[config.mk]
export PLATFORM = sky130hd
export DESIGN_NAME = osc_state_ctrl
export DESIGN_NICKNAME = d
export VERILOG_FILES = /design/src/osc_pkg.sv /design/src/osc_ending.sv /design/src/osc_entry_seq.sv /design/src/osc_state_ctrl.sv
export SDC_FILE = /design/constraint.sdc
export NUM_CORES = 1
export LEC_CHECK = 0
export BUFFER_PORTS_ARGS = -buffer_cell sky130_fd_sc_hd__buf_2
export CORE_ASPECT_RATIO = 0.8
export CORE_MARGIN = 2
export CORE_UTILIZATION = 30
export CTS_CLUSTER_SIZE = 10
export DETAILED_ROUTE_END_ITERATION = 8
export GPL_TIMING_DRIVEN = 1
export PLACE_DENSITY_LB_ADDON = 0.25
export SLEW_MARGIN = 20
export SYNTH_ARGS = -nofsm -noshare
export SYNTH_HDL_FRONTEND = slang
export SYNTH_SLANG_ARGS = --single-unit
[constraint.sdc]
create_clock -name clk -period 3.89 [get_ports clk]
set_input_delay 0.778 -clock clk [delete_from_list [all_inputs] [get_ports clk]]
set_output_delay 0.778 -clock clk [all_outputs]
set_load 0.02 [all_outputs]
[src/osc_pkg.sv]
package osc_pkg;

  // operating states, one-hot
  typedef enum logic [4:0] {
    OSC_ST_RESET = 5'h01,
    OSC_ST_EXEC  = 5'h02,
    OSC_ST_EXCP  = 5'h04,
    OSC_ST_WAIT  = 5'h08,
    OSC_ST_HALT  = 5'h10
  } osc_state_t;

  // instruction ending classes
  typedef enum logic [1:0] {
    OSC_END_COMPLETED = 2'h0,
    OSC_END_SUSPENDED = 2'h1,
    OSC_END_TERMINATED = 2'h2,
    OSC_END_PARTIAL = 2'h3
  } osc_end_t;

  // exception entry bus steps
  typedef enum logic [2:0] {
    OSC_STEP_PUSH_PC = 3'h0,
    OSC_STEP_PUSH_PSW = 3'h1,
    OSC_STEP_PUSH_MOD = 3'h2,
    OSC_STEP_RD_PC = 3'h3,
    OSC_STEP_RD_LINK = 3'h4,
    OSC_STEP_DONE = 3'h5
  } osc_step_t;

  // status codes presented on the system interface
  localparam logic [3:0] OSC_STAT_IDLE = 4'h0;
  localparam logic [3:0] OSC_STAT_BUSY = 4'h1;
  localparam logic [3:0] OSC_STAT_WAIT = 4'h3;
  localparam logic [3:0] OSC_STAT_HALT = 4'hF;

  // exception cause codes
  localparam logic [2:0] OSC_CAUSE_INTR = 3'h0;
  localparam logic [2:0] OSC_CAUSE_TRAP = 3'h1;
  localparam logic [2:0] OSC_CAUSE_RBERR = 3'h2;
  localparam logic [2:0] OSC_CAUSE_ABORT = 3'h3;
  localparam logic [2:0] OSC_CAUSE_DEBUG = 3'h4;
  localparam logic [2:0] OSC_CAUSE_NRBERR = 3'h5;

  localparam int OSC_DATA_W = 32;

endpackage

[src/osc_ending.sv]
`timescale 1ns/1ps
// classifies how an instruction ends when an exception is recognised
module osc_ending
  import osc_pkg::*;
(
  input wire logic [2:0] cause,
  input wire logic string_op,
  input wire logic at_boundary,
  output osc_end_t ending,
  output logic pc_is_current
);

  // boundary exceptions leave the previous instruction completed
  wire logic is_partial_src = (cause == OSC_CAUSE_INTR) ||
    (cause == OSC_CAUSE_ABORT) || (cause == OSC_CAUSE_DEBUG) ||
    (cause == OSC_CAUSE_RBERR);

  always_comb begin
    if (at_boundary) begin
      ending = OSC_END_COMPLETED;
    end else if (cause == OSC_CAUSE_NRBERR) begin
      ending = OSC_END_TERMINATED;
    end else if (string_op && is_partial_src) begin
      ending = OSC_END_PARTIAL;
    end else if (cause == OSC_CAUSE_TRAP && !string_op) begin
      // in-flight traps such as divide-by-zero finish the instruction
      ending = OSC_END_COMPLETED;
    end else begin
      ending = OSC_END_SUSPENDED;
    end
  end

  // suspended and partial endings restart the same instruction
  assign pc_is_current = (ending == OSC_END_SUSPENDED) ||
    (ending == OSC_END_PARTIAL);

endmodule // osc_ending

[src/osc_entry_seq.sv]
`timescale 1ns/1ps
// walks the bus references of exception entry
module osc_entry_seq
  import osc_pkg::*;
(
  input wire logic clk,
  input wire logic sys_rst,
  input wire logic start,
  input wire logic direct_mode,
  input wire logic bus_ack,
  output osc_step_t step,
  output logic busy,
  output logic done
);

  osc_step_t step_q, step_d;
  logic busy_q; // sequence in progress

  // next step, skipping module steps in direct mode
  function automatic osc_step_t next_step(osc_step_t s, logic dm);
    case (s)
      OSC_STEP_PUSH_PC: next_step = OSC_STEP_PUSH_PSW;
      OSC_STEP_PUSH_PSW: next_step = dm ? OSC_STEP_RD_PC :
        OSC_STEP_PUSH_MOD;
      OSC_STEP_PUSH_MOD: next_step = OSC_STEP_RD_PC;
      OSC_STEP_RD_PC: next_step = dm ? OSC_STEP_DONE :
        OSC_STEP_RD_LINK;
      default: next_step = OSC_STEP_DONE;
    endcase
  endfunction

  // advance only when the current reference is acknowledged
  assign step_d = start ? OSC_STEP_PUSH_PC :
    (busy_q && bus_ack) ? next_step(step_q, direct_mode) : step_q;

  always_ff @(posedge clk) begin
    if (sys_rst) begin
      step_q <= OSC_STEP_DONE;
      busy_q <= 1'b0;
    end else begin
      step_q <= step_d;
      busy_q <= start || (busy_q && step_d != OSC_STEP_DONE);
    end
  end

  assign step = step_q;
  assign busy = busy_q;
  // every data reference done
  assign done = busy_q && bus_ack && step_d == OSC_STEP_DONE;

endmodule // osc_entry_seq

[src/osc_state_ctrl.sv]
`timescale 1ns/1ps
// What this block does
// - five operating states govern everything
// - reset input forces reset state anywhere
// - reset release goes straight to executing
// - recognised exception moves to exception processing
// - wait instruction moves to waiting state
// - push pc, psw, module; read pc, linkage
// - direct mode skips module push and linkage
// - all entry references done returns to executing
// - waiting state is idle, shows wait status
// - interrupt or debug in waiting enters exception
// - bus error during entry halts the cpu
// - halted shows status; only reset leaves
// - interrupts at boundaries; traps mid-instruction
// - four endings chosen by exception type
// - completed ending stacks next instruction address
// - return from trap resumes after completed one
// - fetch, read, compute, write, flags, advance pc
// - address pointer reads count as source reads
// - suspended ending stacks the instruction's own address
// - reset or fatal bus error terminates
module osc_state_ctrl
  import osc_pkg::*;
#(
  parameter int DATA_W = OSC_DATA_W
)
(
  input wire logic clk,
  input wire logic sys_rst,
  input wire logic rst_n_pin,
  // execution-side events
  input wire logic instr_boundary,
  input wire logic instr_string,
  input wire logic [DATA_W-1:0] instr_pc,
  input wire logic [DATA_W-1:0] next_pc,
  input wire logic wait_op,
  input wire logic return_from_trap_op,
  input wire logic return_from_interrupt_op,
  input wire logic [DATA_W-1:0] return_pc,
  input wire logic trap_req,
  input wire logic intr_req,
  input wire logic debug_req,
  input wire logic direct_mode,
  // register values to stack
  input wire logic [DATA_W-1:0] processor_status_word,
  input wire logic [DATA_W-1:0] module_base_register,
  input wire logic [DATA_W-1:0] stack_ptr,
  // system bus
  input wire logic bus_ack,
  input wire logic bus_err,
  input wire logic bus_abort,
  input wire logic bus_err_restartable,
  input wire logic [DATA_W-1:0] bus_rdata,
  output logic bus_req,
  output logic bus_write,
  output logic [DATA_W-1:0] bus_addr,
  output logic [DATA_W-1:0] bus_wdata,
  output logic [3:0] bus_status,
  // to execution pipeline
  output osc_state_t op_state,
  output logic exec_enable,
  output logic load_pc,
  output logic [DATA_W-1:0] new_pc,
  output logic [DATA_W-1:0] new_link,
  output osc_end_t last_ending
);

  // state register and its next value
  osc_state_t state_q; // operating state
  osc_state_t state_d; // next operating state
  logic [2:0] cause_d; // cause decoded fresh each cycle, only its ending kept
  // entry bookkeeping, all held in flip-flops
  logic [DATA_W-1:0] save_pc_q; // pc to be stacked
  logic [DATA_W-1:0] sp_q; // stack address during entry
  logic [DATA_W-1:0] new_pc_q; // service entry point read back
  logic [DATA_W-1:0] new_link_q; // module linkage read back
  logic load_pc_q; // one-cycle pc load toward the pipeline
  osc_end_t ending_q; // how the last interrupted instruction ended
  // trap or interrupt return bookkeeping
  logic [DATA_W-1:0] ret_pc_q; // pc handed back by a return
  logic ret_sel_q; // new_pc shows the return pc, not the entry pc
  // either reset source; the pin and the system input act alike
  wire logic in_reset = sys_rst || !rst_n_pin;

  // decode of the running instruction's exception
  // a fault only matters while a reference is on the bus
  wire logic bus_fault = bus_err || bus_abort;
  // interrupts wait for a boundary, traps and debug do not
  wire logic any_exc = trap_req || (intr_req && instr_boundary) ||
    debug_req || bus_fault;
  // the sleeping cpu answers interrupts and debug conditions only
  wire logic wake = intr_req || debug_req;
  // the wait instruction itself has finished, so a wake is on a boundary
  wire logic in_wait = state_q == OSC_ST_WAIT;
  // a return instruction hands its pc over unless an exception wins
  wire logic take_ret = state_q == OSC_ST_EXEC && !any_exc &&
    (return_from_trap_op || return_from_interrupt_op);

  // cause priority: bus faults first, then traps, debug, interrupt
  // only a non-restartable bus error ends an instruction for good
  assign cause_d = (bus_err && !bus_err_restartable) ? OSC_CAUSE_NRBERR :
    bus_err ? OSC_CAUSE_RBERR :
    bus_abort ? OSC_CAUSE_ABORT :
    trap_req ? OSC_CAUSE_TRAP :
    debug_req ? OSC_CAUSE_DEBUG : OSC_CAUSE_INTR;

  // ending of the instruction in flight, chosen by exception type
  osc_end_t ending;
  logic pc_is_current; // stacked pc points at the instruction itself

  // ending classifier: pure decode of cause and position
  osc_ending u_ending (
    .cause(cause_d),
    .string_op(instr_string),
    .at_boundary(instr_boundary || in_wait),
    .ending(ending),
    .pc_is_current(pc_is_current)
  );

  // entry sequencer handshake
  logic seq_start; // recognition strobe, one cycle
  osc_step_t step; // reference on the bus
  logic seq_busy; // entry references still to run
  logic seq_done; // last reference acknowledged this cycle

  // entry starts on recognition while executing, or on a wake while
  // waiting; a cut entry left by a halt is never resumed, only reset clears it
  assign seq_start = (state_q == OSC_ST_EXEC && any_exc) ||
    (state_q == OSC_ST_WAIT && wake);

  // entry sequencer: one step per acknowledged reference
  osc_entry_seq u_seq (
    .clk(clk),
    .sys_rst(in_reset), // the pin reset clears a cut entry as well
    .start(seq_start),
    .direct_mode(direct_mode),
    .bus_ack(bus_ack),
    .step(step),
    .busy(seq_busy),
    .done(seq_done)
  );

  // state transitions; reset itself is applied in the register below
  always_comb begin
    // hold by default, so every path assigns the next state
    state_d = state_q;
    case (state_q)
      OSC_ST_RESET: begin
        // release leads straight to executing, no other way out
        state_d = OSC_ST_EXEC;
      end
      OSC_ST_EXEC: begin
        // an exception outranks a wait met in the same cycle
        if (any_exc) begin
          state_d = OSC_ST_EXCP;
        end else if (wait_op) begin
          state_d = OSC_ST_WAIT;
        end
      end
      OSC_ST_EXCP: begin
        // a fault here leaves no way to reach a service procedure
        if (seq_busy && bus_fault) begin
          state_d = OSC_ST_HALT;
        end else if (seq_done) begin
          // every entry reference has been acknowledged
          state_d = OSC_ST_EXEC;
        end
      end
      OSC_ST_WAIT: begin
        // idle until an interrupt or a debug condition arrives
        if (wake) begin
          state_d = OSC_ST_EXCP;
        end
      end
      OSC_ST_HALT: begin
        // dead end; only the reset branch of the register leaves it
        state_d = OSC_ST_HALT;
      end
      default: begin
        // an illegal code recovers through reset
        state_d = OSC_ST_RESET;
      end
    endcase
  end

  // reset outranks every transition
  // the pin and the system reset share this branch, so neither can be
  // overridden by an exception or a wake in the same cycle
  always_ff @(posedge clk) begin
    if (in_reset) begin
      state_q <= OSC_ST_RESET;
    end else begin
      state_q <= state_d;
    end
  end

  // capture ending and stacked pc on recognition
  // reset cuts the running instruction short, so it reads as terminated
  always_ff @(posedge clk) begin
    if (in_reset) begin
      ending_q <= OSC_END_TERMINATED;
      save_pc_q <= '0;
    end else if (seq_start) begin
      // the pc to stack is fixed here; later input changes are ignored
      ending_q <= ending;
      // completed keeps next address, restartable keeps own
      save_pc_q <= pc_is_current ? instr_pc : next_pc;
    end
  end

  // stack pointer walks down as words are pushed
  // the caller's stack pointer is only read at recognition, so a change
  // on that input during entry does not tear the pushed frame
  always_ff @(posedge clk) begin
    if (in_reset) begin
      sp_q <= '0;
    end else if (seq_start) begin
      sp_q <= stack_ptr - DATA_W'(4);
    end else if (seq_busy && bus_ack && step <= OSC_STEP_PUSH_MOD) begin
      sp_q <= sp_q - DATA_W'(4);
    end
  end

  // read-back of new pc and linkage
  // each word is taken at the edge of its own acknowledge, and a
  // faulted reference is never acknowledged, so nothing stale is kept
  always_ff @(posedge clk) begin
    if (in_reset) begin
      new_pc_q <= '0;
      new_link_q <= '0;
    end else if (seq_busy && bus_ack && step == OSC_STEP_RD_PC) begin
      new_pc_q <= bus_rdata;
    end else if (seq_busy && bus_ack && step == OSC_STEP_RD_LINK) begin
      new_link_q <= bus_rdata;
    end
  end

  // entry end: the last reference was acknowledged without a fault
  wire logic entry_end = seq_done && state_q == OSC_ST_EXCP && !bus_fault;

  // pc load toward the pipeline: entry end, or a trap or interrupt return
  // a pulse of one cycle; the pipeline takes new_pc while it stands
  always_ff @(posedge clk) begin
    if (in_reset) begin
      load_pc_q <= 1'b0;
    end else begin
      load_pc_q <= entry_end || take_ret;
    end
  end

  // resumed pc; the stacked one was next or own address
  always_ff @(posedge clk) begin
    if (in_reset) begin
      ret_pc_q <= '0;
    end else if (take_ret) begin
      ret_pc_q <= return_pc;
    end
  end

  // which pc new_pc shows: a return picks its own, a new entry clears it
  // a return pc of zero is legal, so a flag selects, not the value
  always_ff @(posedge clk) begin
    if (in_reset) begin
      ret_sel_q <= 1'b0;
    end else if (take_ret) begin
      ret_sel_q <= 1'b1;
    end else if (seq_start) begin
      ret_sel_q <= 1'b0;
    end
  end

  // bus drive: only entry references, never in wait or halt
  // the three push steps come first in the step encoding
  wire logic step_is_push = step <= OSC_STEP_PUSH_MOD;
  // request and address stand until the acknowledge; pushed status and module words follow their inputs
  assign bus_req = seq_busy && state_q == OSC_ST_EXCP;
  assign bus_write = bus_req && step_is_push;
  assign bus_addr = step_is_push ? sp_q : new_pc_q;
  // write data follows the step: pc, status word, then module base
  assign bus_wdata = (step == OSC_STEP_PUSH_PC) ? save_pc_q :
    (step == OSC_STEP_PUSH_PSW) ? processor_status_word :
    module_base_register;

  // status codes identify wait and halt distinctly
  // busy marks an entry reference; idle covers executing and reset
  // wait and halt keep their code for as long as the state lasts
  assign bus_status = (state_q == OSC_ST_WAIT) ? OSC_STAT_WAIT :
    (state_q == OSC_ST_HALT) ? OSC_STAT_HALT :
    bus_req ? OSC_STAT_BUSY : OSC_STAT_IDLE;

  // instruction sequencing runs only while executing; fetch, operand
  // reads, writes and pc advance all stop outside that state
  assign exec_enable = state_q == OSC_ST_EXEC;
  assign op_state = state_q;
  assign load_pc = load_pc_q;
  // both sources are flip-flops, so new_pc settles no later than the edge that raises load_pc
  assign new_pc = ret_sel_q ? ret_pc_q : new_pc_q;
  // linkage and ending stand until the next entry overwrites them
  assign new_link = new_link_q;
  assign last_ending = ending_q;

endmodule // osc_state_ctrl

=== After elaboration in Yosys (flattened, before gate mapping) ===
Index checks and enable logic that the tools add are counted.

* Add/sub/neg operators: 2
* Order comparisons: 1
* Equality and inequality tests: 21
* Muxes and demuxes: 32
* Bitwise operators: 1
* Reduce and logical (&&, ||, !) cells: 45

{| class="wikitable"
|+ Operators with widths
! kind !! count
|-
| 2-to-1 mux 32 bit || 7
|-
| subtractor 32 x 3 -> 32 bit (second input constant) || 2
|-
| 2-to-1 mux 5 bit || 5
|-
| case mux 5 bit (5 select lines) || 1
|-
| 2-to-1 mux 3 bit || 7
|-
| logical AND 1 bit || 19
|-
| logical OR 1 bit || 15
|-
| equality test 3 x 2 -> 1 bit (second input constant) || 4
|-
| equality test 3 bit (second input constant) || 4
|-
| case mux 3 bit (4 select lines) || 1
|-
| 2-to-1 mux 4 bit || 2
|-
| equality test 3 x 1 -> 1 bit (second input constant) || 2
|-
| zero test 3 bit || 2
|-
| 2-to-1 mux 1 bit || 6
|-
| 2-to-1 mux 2 bit || 3
|-
| != test 3 bit (second input constant) || 2
|-
| equality test 5 x 1 -> 1 bit (second input constant) || 1
|-
| equality test 5 x 2 -> 1 bit (second input constant) || 1
|-
| equality test 5 x 3 -> 1 bit (second input constant) || 1
|-
| equality test 5 x 4 -> 1 bit (second input constant) || 1
|-
| equality test 5 bit (second input constant) || 1
|-
| zero test 1 bit || 5
|-
| nonzero test 2 bit || 2
|-
| <= comparator 3 x 2 -> 1 bit (second input constant) || 1
|-
| 7 further kinds || 7
|}

* Bits in registers: 173
* Input bits: 240
* Output and inout port bits: 143
* Logic and storage cells: 113

=== Logic depth before layout (Yosys ltp) ===
Gate-level depths: netlist of run 1.

* Word-level depth: 16
* Depth in mapped cells: 14
* Gate-level depth less buffers: 12

=== Modules after synthesis ===
From an unflattened synthesis of run 1, not the netlist that was laid out.

* Cell total of the unflattened synthesis: 1,163
* Area total of the unflattened synthesis: 9,390.3 sq um

{| class="wikitable"
|+ Modules (own cells, without submodules)
! module !! instances !! cells an instance !! area each (sq um) !! sequential area each (sq um)
|-
| osc_state_ctrl || 1 || 1,134 || 9,137.5 || 3,383.2
|-
| osc_entry_seq || 1 || 22 || 197.7 || 80.1
|-
| osc_ending || 1 || 7 || 55.1 || 0.0
|}

=== Least setup slack after synthesis of run 1 ===
No wires, ideal clock.

* Kind: input -> register
* From: in instr_boundary
* To: reg sp_q[20]
* Library setup time: 86 ps
* Arrival: 3,261 ps
* Data required time: 3,804 ps
* Path slack: 544 ps
* Stages on the path: 13
* Path buffers: 2
* Path through: a211oi_1 -> and2_1 -> o22ai_1 -> clkbuf_1 -> clkbuf_1 -> mux2i_1 -> ha_1 -> nand4_1 -> nor3_1 -> nand2_1 -> xnor2_1 -> nor2_1 -> a211oi_1

* Longest elaborated chain between the ends: 7
* Elaborated cells between the ends (all ways): 8
* Those cells by class: 1 x mux; 7 x reduce/logical

{| class="wikitable"
|+ RTL lines
! element !! RTL line !! source
|-
| from (decl) || osc_state_ctrl.sv:33 || <nowiki>input wire logic instr_boundary,</nowiki>
|-
| logical AND 1 bit (*) || osc_state_ctrl.sv:90 || <nowiki>wire logic any_exc = trap_req || (intr_req && instr_boundary) ||</nowiki>
|-
| logical OR 1 bit (*) (2 in series) || osc_state_ctrl.sv:90 ||
|-
| logical OR 1 bit (*) || osc_state_ctrl.sv:91 || <nowiki>debug_req || bus_fault;</nowiki>
|-
| logical AND 1 bit (*) || osc_state_ctrl.sv:129 || <nowiki>assign seq_start = (state_q == OSC_ST_EXEC && any_exc) ||</nowiki>
|-
| logical OR 1 bit (*) || osc_state_ctrl.sv:129 ||
|-
| 2-to-1 mux 32 bit / nonzero test 2 bit (equally long branches) || n/a ||
|-
| to (signal assigned) || osc_state_ctrl.sv:219 || <nowiki>sp_q <= stack_ptr - DATA_W'(4);</nowiki>
|-
| to (signal assigned) || osc_state_ctrl.sv:221 || <nowiki>sp_q <= sp_q - DATA_W'(4);</nowiki>
|-
| to (decl) || osc_state_ctrl.sv:75 || <nowiki>logic [DATA_W-1:0] sp_q;</nowiki>
|}

Every way passes the cells marked *; elsewhere a longest branch is shown, timed or not.
A chain may end at the register's enable or synchronous reset.

=== Final worst setup path of run 1 ===
* From: reg state_q[3], in the netlist op_state[3]
* To: reg sp_q[28]

* Longest elaborated chain between the ends: 4
* Elaborated cells between the ends (all ways): 7
* Those cells by class: 2 x eq/ne; 1 x mux; 4 x reduce/logical

{| class="wikitable"
|+ RTL lines
! element !! RTL line !! source
|-
| from (decl) || osc_state_ctrl.sv:70 || <nowiki>osc_state_t state_q;</nowiki>
|-
| from (signal assigned) || osc_state_ctrl.sv:194 || <nowiki>state_q <= state_d;</nowiki>
|-
| equality test 5 x 2 -> 1 bit / equality test 5 x 4 -> 1 bit (equally long branches) || osc_state_ctrl.sv:129, osc_state_ctrl.sv:130 ||
|-
| logical AND 1 bit, on equally long branches || osc_state_ctrl.sv:129, osc_state_ctrl.sv:130 ||
|-
| logical OR 1 bit (*) || osc_state_ctrl.sv:129 ||
|-
| 2-to-1 mux 32 bit / nonzero test 2 bit (equally long branches) || n/a ||
|}

Marks and branches as above.

==> flow_metrics.env, run 1 <==
export IMPL_num_rows=56
export IMPL_grt_max_degree=72
export IMPL_synthArstFlopShare=0
export IMPL_post_place_ws_ns=0.304
export IMPL_ys_flop_type="dfxtp_1"
export IMPL_cp_slowest_cell="o22ai_4"
export IMPL_cp_required_ns=4.19
export IMPL_cts_max_path_buffers=2
export IMPL_clock_root_buffer="clkbuf_16"
export IMPL_hold_violations=0
export IMPL_peakVddDrop_uv=300
export IMPL_end_kind="register"
export IMPL_grt_pass1_vias=8785
export IMPL_p_leak_nw=5.31
export IMPL_ios=383
export IMPL_max_freq_ghz=0.299
export IMPL_grt_util_all_layers=0.206
export IMPL_syn_nets=1370
export IMPL_synth_top_area_share=0.385
export IMPL_htree_num_levels=4
export IMPL_via_count=9165
export IMPL_synth_distinct_cells=52
export IMPL_die_width_microns=198
export IMPL_r2r_cells=12
export IMPL_path_depth=12
export IMPL_path_class="reg2reg"
export IMPL_grt_pass1_wl_microns=50100
export IMPL_post_route_cells_drive_above_1_share=0.351
export IMPL_clock_sinks=173
export IMPL_hp_class="reg2reg"
export IMPL_synth_edf_count=0
export IMPL_holdBufCountCts=0
export IMPL_start_util=0.305
export IMPL_cts_resized=0
export IMPL_dieArea_sq_mm=0.0314
export IMPL_skew_ns=0.0144
export IMPL_finalSetupTns_ns=0
export IMPL_post_route_period_util=0.860
export IMPL_antenna_left=0
export IMPL_startpoint="op_state[3]"
export IMPL_seq_area_frac_synth=0.385
export IMPL_dpl_hpwl_microns=25400
export IMPL_ys_warn_count=0
export IMPL_slowest_delay_ns=0.50
export IMPL_cp_max_fo=16
export IMPL_reg2reg_from="op_state[3]"
export IMPL_clkTransAtPathRegs_ns=0.07
export IMPL_tightest_slew_ns=0.919
export IMPL_crit_arrival_ns=3.65
export IMPL_setup_viol=0
export IMPL_cap_violations=0
export IMPL_synth_area_top_cells="dfxtp_1 39%, nand2_1 11%, mux2_2 8.1%, mux2i_1 7.5%, a21oi_1 6.5%"
export IMPL_clock_latency_ns=0.44
export IMPL_antenna_found_initial=4
export IMPL_place_congestion=0.909
export IMPL_wirelength_microns=32900
export IMPL_drc=0
export IMPL_die_h_microns=159
export IMPL_num_nets_final=1709
export IMPL_timing_rr_end="sp_q[28]"
export IMPL_ys_seq_elements=173
export IMPL_worstPathCellList="nor3_1, nand3b_1, o22ai_4, mux2i_1, ha_1, nand2b_1, nor4_1, nand3b_1, nor4_1, xor2_1, o21ai_0, a21oi_1"
export IMPL_cts_setup_buffers=0
export IMPL_status="finished, final reports clean"
export IMPL_crit_end="sp_q[28]"
export IMPL_drt_iter0_drc=430
export IMPL_cts_buffers=17
export IMPL_powerDensity_mw_per_mm2=341
export IMPL_postSynthAreaPerCell_sq_um=7.96
export IMPL_rsz0062_at_grt="no"
export IMPL_period_needed_ns=3.34
export IMPL_critPathBufInv=0
export IMPL_regToRegSetupSlack_ns=0.55
export IMPL_synthesis_area_sq_mm=0.00899
export IMPL_syn_to_final_growth_pct=32.7
export IMPL_cpLargestDelayFamily="simple AND/OR/NAND/NOR gates"
export IMPL_worstSetupStartpointType="register"
export IMPL_coreArea_sq_mm=0.0294
export IMPL_synth_largest_area_cell="dfxtp_1"
export IMPL_syn_instance_count=1129
export IMPL_grt_ovfl_total=0
export IMPL_slew_headroom=0.388
export IMPL_drv_slew=0
export IMPL_fin_ws_ns=0.545
export IMPL_routedWlPerCell_microns=17.7
export IMPL_drt_pass1_iterations=5
export IMPL_port_buffers=382
export IMPL_cts_tree="built"
export IMPL_vias_per_cell=4.92
cell type report:
| type | instances | area, sq um |
|---|---|---|
| Fill cell | 3090 | 17500 |
| Inverter | 6 | 22.5 |
| Clock buffer | 17 | 425 |
| Timing Repair Buffer | 403 | 2090 |
| Multi-Input combinational cell | 867 | 5230 |
| Antenna cell | 5 | 12.5 |
| Sequential cell | 173 | 3470 |
| Tap cell | 377 | 472 |
| Clock inverter | 15 | 210 |
flip-flops by register name, summed over array words and instances (netlist names):
| register | flops |
|---|---|
| ret_sel_q | 1 |
| op_state | 5 |
| save_pc_q | 32 |
| load_pc | 1 |
| sp_q | 32 |
| new_pc_q | 32 |
| last_ending | 2 |
| u_seq.busy | 1 |
| new_link | 32 |
| ret_pc_q | 32 |
| u_seq.step | 3 |
kinds of logic (layout without fill, tap and decap cells):
| logic type | Yosys count | after routing | share of synthesized area |
|---|---|---|---|
| and+or+nand+nor | 446 | 446 | 0.215 |
| AOI/OAI and AO/OA | 236 | 236 | 0.154 |
| DFF | 173 | 173 | 0.385 |
| muxes | 132 | 132 | 0.156 |
| buffers and inverters | 89 | 441 | 0.0380 |
| xor gates and xnor gates | 52 | 52 | 0.0507 |
| adders and majority gates | 1 | 1 | 0.00139 |
| other | 0 | 5 | 0 |
power breakdown:
group | leakage (nW) | internal [mW] | switching (mW)
Combinational | 3.61 | 0.175 | 0.226
Clock | 0.311 | 1.09 | 0.792
Sequential | 1.39 | 1.78 | 0.00993
Total | 5.31 | 3.04 | 1.03
metrics by stage:
step	hold WS (ns)	instance area [sq um]	total power, mW	cells	utilization
2_1_floorplan	0.428	8990	2.01	1129	-
3_3_place_gp	0.439	11300	2.23	1826	0.383
3_5_place_dp	0.444	11300	2.23	1826	0.383
4_1_cts	0.454	11900	4.12	1858	0.405
5_1_grt	0.473	11900	4.23	1861	0.405
6_report	0.452	11900	4.07	1863	0.405
placed cells by master (no fill, tap or decap), drive strengths merged, types with 3 or more instances in the layout:
cell / Yosys / layout
or2: 3 / 3
xor2: 28 / 28
mux2i: 67 / 67
xnor2: 24 / 24
nand2b: 4 / 4
nand3: 7 / 7
nand2: 258 / 258
and2: 3 / 3
a211oi: 55 / 55
and3: 6 / 6
or4: 4 / 4
inv: 6 / 11
nor2: 97 / 97
nor3: 24 / 24
dfxtp: 173 / 173
bufinv: 0 / 4
nand4: 5 / 5
buf: 7 / 403
mux2: 65 / 65
clkbuf: 76 / 17
nand3b: 3 / 3
nor4: 14 / 14
o21ai: 49 / 49
diode: 0 / 5
a21oi: 117 / 117
or3: 11 / 11
clkinv: 0 / 5
worst register-to-register path, cell delays in order (launching register included):
cell and delay, ns:
dfxtp_1 0.40, nor3_1 0.28, nand3b_1 0.20, o22ai_4 0.50, mux2i_1 0.28, ha_1 0.30
nand2b_1 0.16, nor4_1 0.28, nand3b_1 0.20, nor4_1 0.28, xor2_1 0.10, o21ai_0 0.18
a21oi_1 0.06
worst min-delay path by stage:
stage	slack, ns	startpoint	cells past startpoint	end
final	0.45	new_link[26]	2	new_link[26]
after CTS	0.45	new_link[15]	2	new_link[15]
after global placement	0.44	ret_pc_q[29]	2	ret_pc_q[29]
after global routing	0.47	ret_pc_q[24]	2	ret_pc_q[24]
after floorplan	0.43	sp_q[0]	2	sp_q[0]
after detailed placement	0.44	new_link[15]	2	new_link[15]
layer usage:
layer  global-route usage  wire [microns]  up-vias
met5                    0               0        -
met4               0.0485             396        0
met3               0.0474            1940       25
met2                0.328           15000      264
met1                0.282           15500     4285
li1                     -               -     4591
synth_stat cells, drive strengths merged (2+ instances only):
cell type,count
mux2i,67
xnor2,24
mux2,65
a211oi,55
a21oi,117
o21ai,49
buf,7
nand2,258
or3,11
o22ai,2
a311oi,2
nor3,24
o31ai,2
or4,4
nor2,97
xor2,28
nand4,5
clkbuf,76
nand3b,3
a31oi,2
or2,3
nand2b,4
inv,6
nor4,14
nor4b,2
nand3,7
dfxtp,173
and3,6
and2,3
Note: power is estimated with default switching activity, not from simulation.
==> inputs of run 2 (changes only) <==
Settings changed: REMOVE_ABC_BUFFERS from default to 1, SLEW_MARGIN 20 to default, SYNTH_HIERARCHICAL from default to 1.
==> flow_metrics.env, run 2 <==
export IMPL_post_place_ws_ns=0.0487
export IMPL_grt_pass1_wl_microns=55100
export IMPL_syn_to_final_growth_pct=31.8
export IMPL_synth_area_top_cells="dfxtp_1 37%, nand2_1 8.8%, mux2_2 8.2%, mux2i_1 8.1%, a21oi_1 7.9%"
export IMPL_p_leak_nw=5.15
export IMPL_p_sw_frac=0.264
export IMPL_holdPathStages=2
export IMPL_highest_signal_layer="met4"
export IMPL_postSynthAreaPerCell_sq_um=8.07
export IMPL_ys_seq_elements=173
export IMPL_cpMostUsedCell="buf_4"
export IMPL_grt_ovfl_total=0
export IMPL_synth_largest_area_cell="dfxtp_1"
export IMPL_cp_max_fo=60
export IMPL_clock_root_buffer="clkbuf_16"
export IMPL_synth_edf_count=0
export IMPL_antenna_found_initial=3
export IMPL_clkPwrFrac=0.438
export IMPL_combinationalPowerShare=0.119
export IMPL_synth_most_common_cell="nand2_1"
export IMPL_p_int_mw=2.97
export IMPL_period_needed_ns=3.59
export IMPL_num_nets_final=1752
export IMPL_grt_pass1_vias=9600
export IMPL_path_class="reg2reg"
export IMPL_hold_violations=0
export IMPL_htree_num_levels=4
export IMPL_clkTransAtPathRegs_ns=0.07
export IMPL_drt_pass1_iterations=6
export IMPL_synthArstFlopShare=0
export IMPL_post_route_period_util=0.923
export IMPL_cts_resized=0
export IMPL_power_mw=4.04
export IMPL_path_depth=10
export IMPL_slowest_delay_ns=0.63
export IMPL_power_switching_mw=1.06
export IMPL_holdWs_ns=0.452
export IMPL_skew_ns=0.00690
export IMPL_hp_class="reg2reg"
export IMPL_layout_common_cells="382 x buf_2, 220 x nand2_1, 172 x dfxtp_1"
export IMPL_die_width_microns=202
export IMPL_fin_ws_ns=0.298
export IMPL_vias_per_cell=5.01
export IMPL_powerDensity_mw_per_mm2=326
export IMPL_setup_viol=0
export IMPL_die_h_microns=162
export IMPL_num_rows=57
export IMPL_ys_flop_type="dfxtp_1"
export IMPL_min_delay_start="ret_pc_q[1]"
export IMPL_start_util=0.307
export IMPL_ys_warn_count=6
export IMPL_ys_top_cells_by_count="220 x nand2_1, 173 x dfxtp_1, 148 x a21oi_1, 107 x nor2_1, 76 x mux2i_1"
export IMPL_cts_max_path_buffers=2
export IMPL_drt_iter0_drc=537
export IMPL_crit_arrival_ns=3.87
export IMPL_cts_buffers=17
export IMPL_synth_distinct_cells=64
export IMPL_cap_violations=0
export IMPL_port_buffers=382
export IMPL_cpLargestDelayFamily="buffers and inverters"
export IMPL_r2r_cells=10
export IMPL_slew_headroom=0.299
export IMPL_cp_slowest_cell="buf_4"
export IMPL_worstPathCellList="nor4b_1, and3_1, nor2_4, clkinv_2, buf_4, buf_4, mux2_2, nor4_1, mux2i_1, a211oi_1"
export IMPL_peakVddDrop_uv=298
export IMPL_finalSetupTns_ns=0
export IMPL_coreArea_sq_mm=0.0306
export IMPL_critPathBufInv=3
export IMPL_antenna_left=0
export IMPL_synth_top_area_share=0.369
export IMPL_status="finished, final reports clean"
export IMPL_holdBufCountCts=0
export IMPL_grt_max_degree=110
export IMPL_drv_slew=0
export IMPL_drc=0
export IMPL_synthesis_area_sq_mm=0.00939
export IMPL_tightest_slew_ns=1.05
export IMPL_routedWlPerCell_microns=18.7
export IMPL_end_kind="register"
export IMPL_syn_instance_count=1163
export IMPL_met3WireLength_microns=2530
export IMPL_wl_met2_microns=17500
export IMPL_clock_sinks=173
export IMPL_startpoint="op_state[3]"
export IMPL_max_freq_ghz=0.278
export IMPL_dieArea_sq_mm=0.0327
export IMPL_via_count=9716
export IMPL_reg2reg_from="op_state[3]"
export IMPL_rsz0062_at_grt="no"
export IMPL_worstSetupStartpointType="register"
export IMPL_place_congestion=0.896
export IMPL_seqPwrFrac=0.443
export IMPL_final_common_cell="buf_2"
export IMPL_dpl_hpwl_microns=26600
export IMPL_clock_latency_ns=0.43
export IMPL_cts_setup_buffers=0
export IMPL_grt_util_all_layers=0.218
export IMPL_wl_met1_microns=15800
export IMPL_wirelength_microns=36200
export IMPL_cts_tree="built"
export IMPL_post_route_cells_drive_above_1_share=0.360
export IMPL_fillers=3184
export IMPL_ios=383
export IMPL_seq_area_frac_synth=0.369
export IMPL_cp_required_ns=4.16
==> run 2: final cells by class <==
cell class | instances | area, sq um | area share
timing repair buffer | 413 | 2160 | 0.174
tap | 413 | 517 | 0.0417
multi-input combinational | 900 | 5620 | 0.454
inverter | 6 | 28.8 | 0.00232
clock inverter | 12 | 135 | 0.0109
antenna | 2 | 5.00 | 0.000404
clock buffer | 19 | 453 | 0.0366
sequential | 173 | 3460 | 0.280
==> run 2: worst reg2reg max path: cells and delay by family, from the launching register on <==
kind | cells | cell delay, ns
AND/OR/NAND/NOR | 4 | 0.99
AO/OA/AOI/OAI | 1 | 0.06
flip-flops | 1 | 0.45
buffers and inverters | 3 | 1.13
multiplexers | 2 | 0.80
==> run 2: logic make-up (layout without fill, tap and decap cells) <==
| family | Yosys count | in the layout | synth area share |
|---|---|---|---|
| multiplexers | 145 | 145 | 0.164 |
| adder cells (fa/ha/maj) | 1 | 1 | 0.00133 |
| AND/OR/NAND/NOR | 461 | 461 | 0.227 |
| flip-flops | 173 | 173 | 0.369 |
| other | 0 | 2 | 0 |
| buffers and inverters | 90 | 450 | 0.0380 |
| XOR/XNOR | 43 | 43 | 0.0401 |
| AO/OA/AOI/OAI | 250 | 250 | 0.161 |
==> run 2: worst paths after layout <==
kind	slack [ns]	to
setup / recovery	0.30	sp_q[29]
hold / removal	0.45	ret_pc_q[1]
setup reg to reg	0.30	sp_q[29]
hold reg to reg	0.45	ret_pc_q[1]
==> run 2: through the flow <==
step            util  cells  instance area (sq um)
2_1_floorplan      -   1079                   9060
3_3_place_gp   0.385   1905                  11800
3_5_place_dp   0.385   1905                  11800
4_1_cts        0.404   1936                  12400
5_1_grt        0.405   1938                  12400
6_report       0.405   1938                  12400
==> run 2: power by group through the flow <==
stage | Combinational, mW | Clock, mW | Sequential [mW]
after floorplan | 0.241 | 0 | 1.83
after global placement | 0.477 | 0 | 1.83
after detailed placement | 0.480 | 0 | 1.83
after CTS | 0.482 | 1.83 | 1.79
after global routing | 0.525 | 1.89 | 1.79
final | 0.481 | 1.77 | 1.79
==> run 2: per-layer routing <==
metal	vias up	track usage
li1	4810	-
met1	4547	0.274
met4	0	0.0458
met2	340	0.377
met3	19	0.0540
met5	-	0
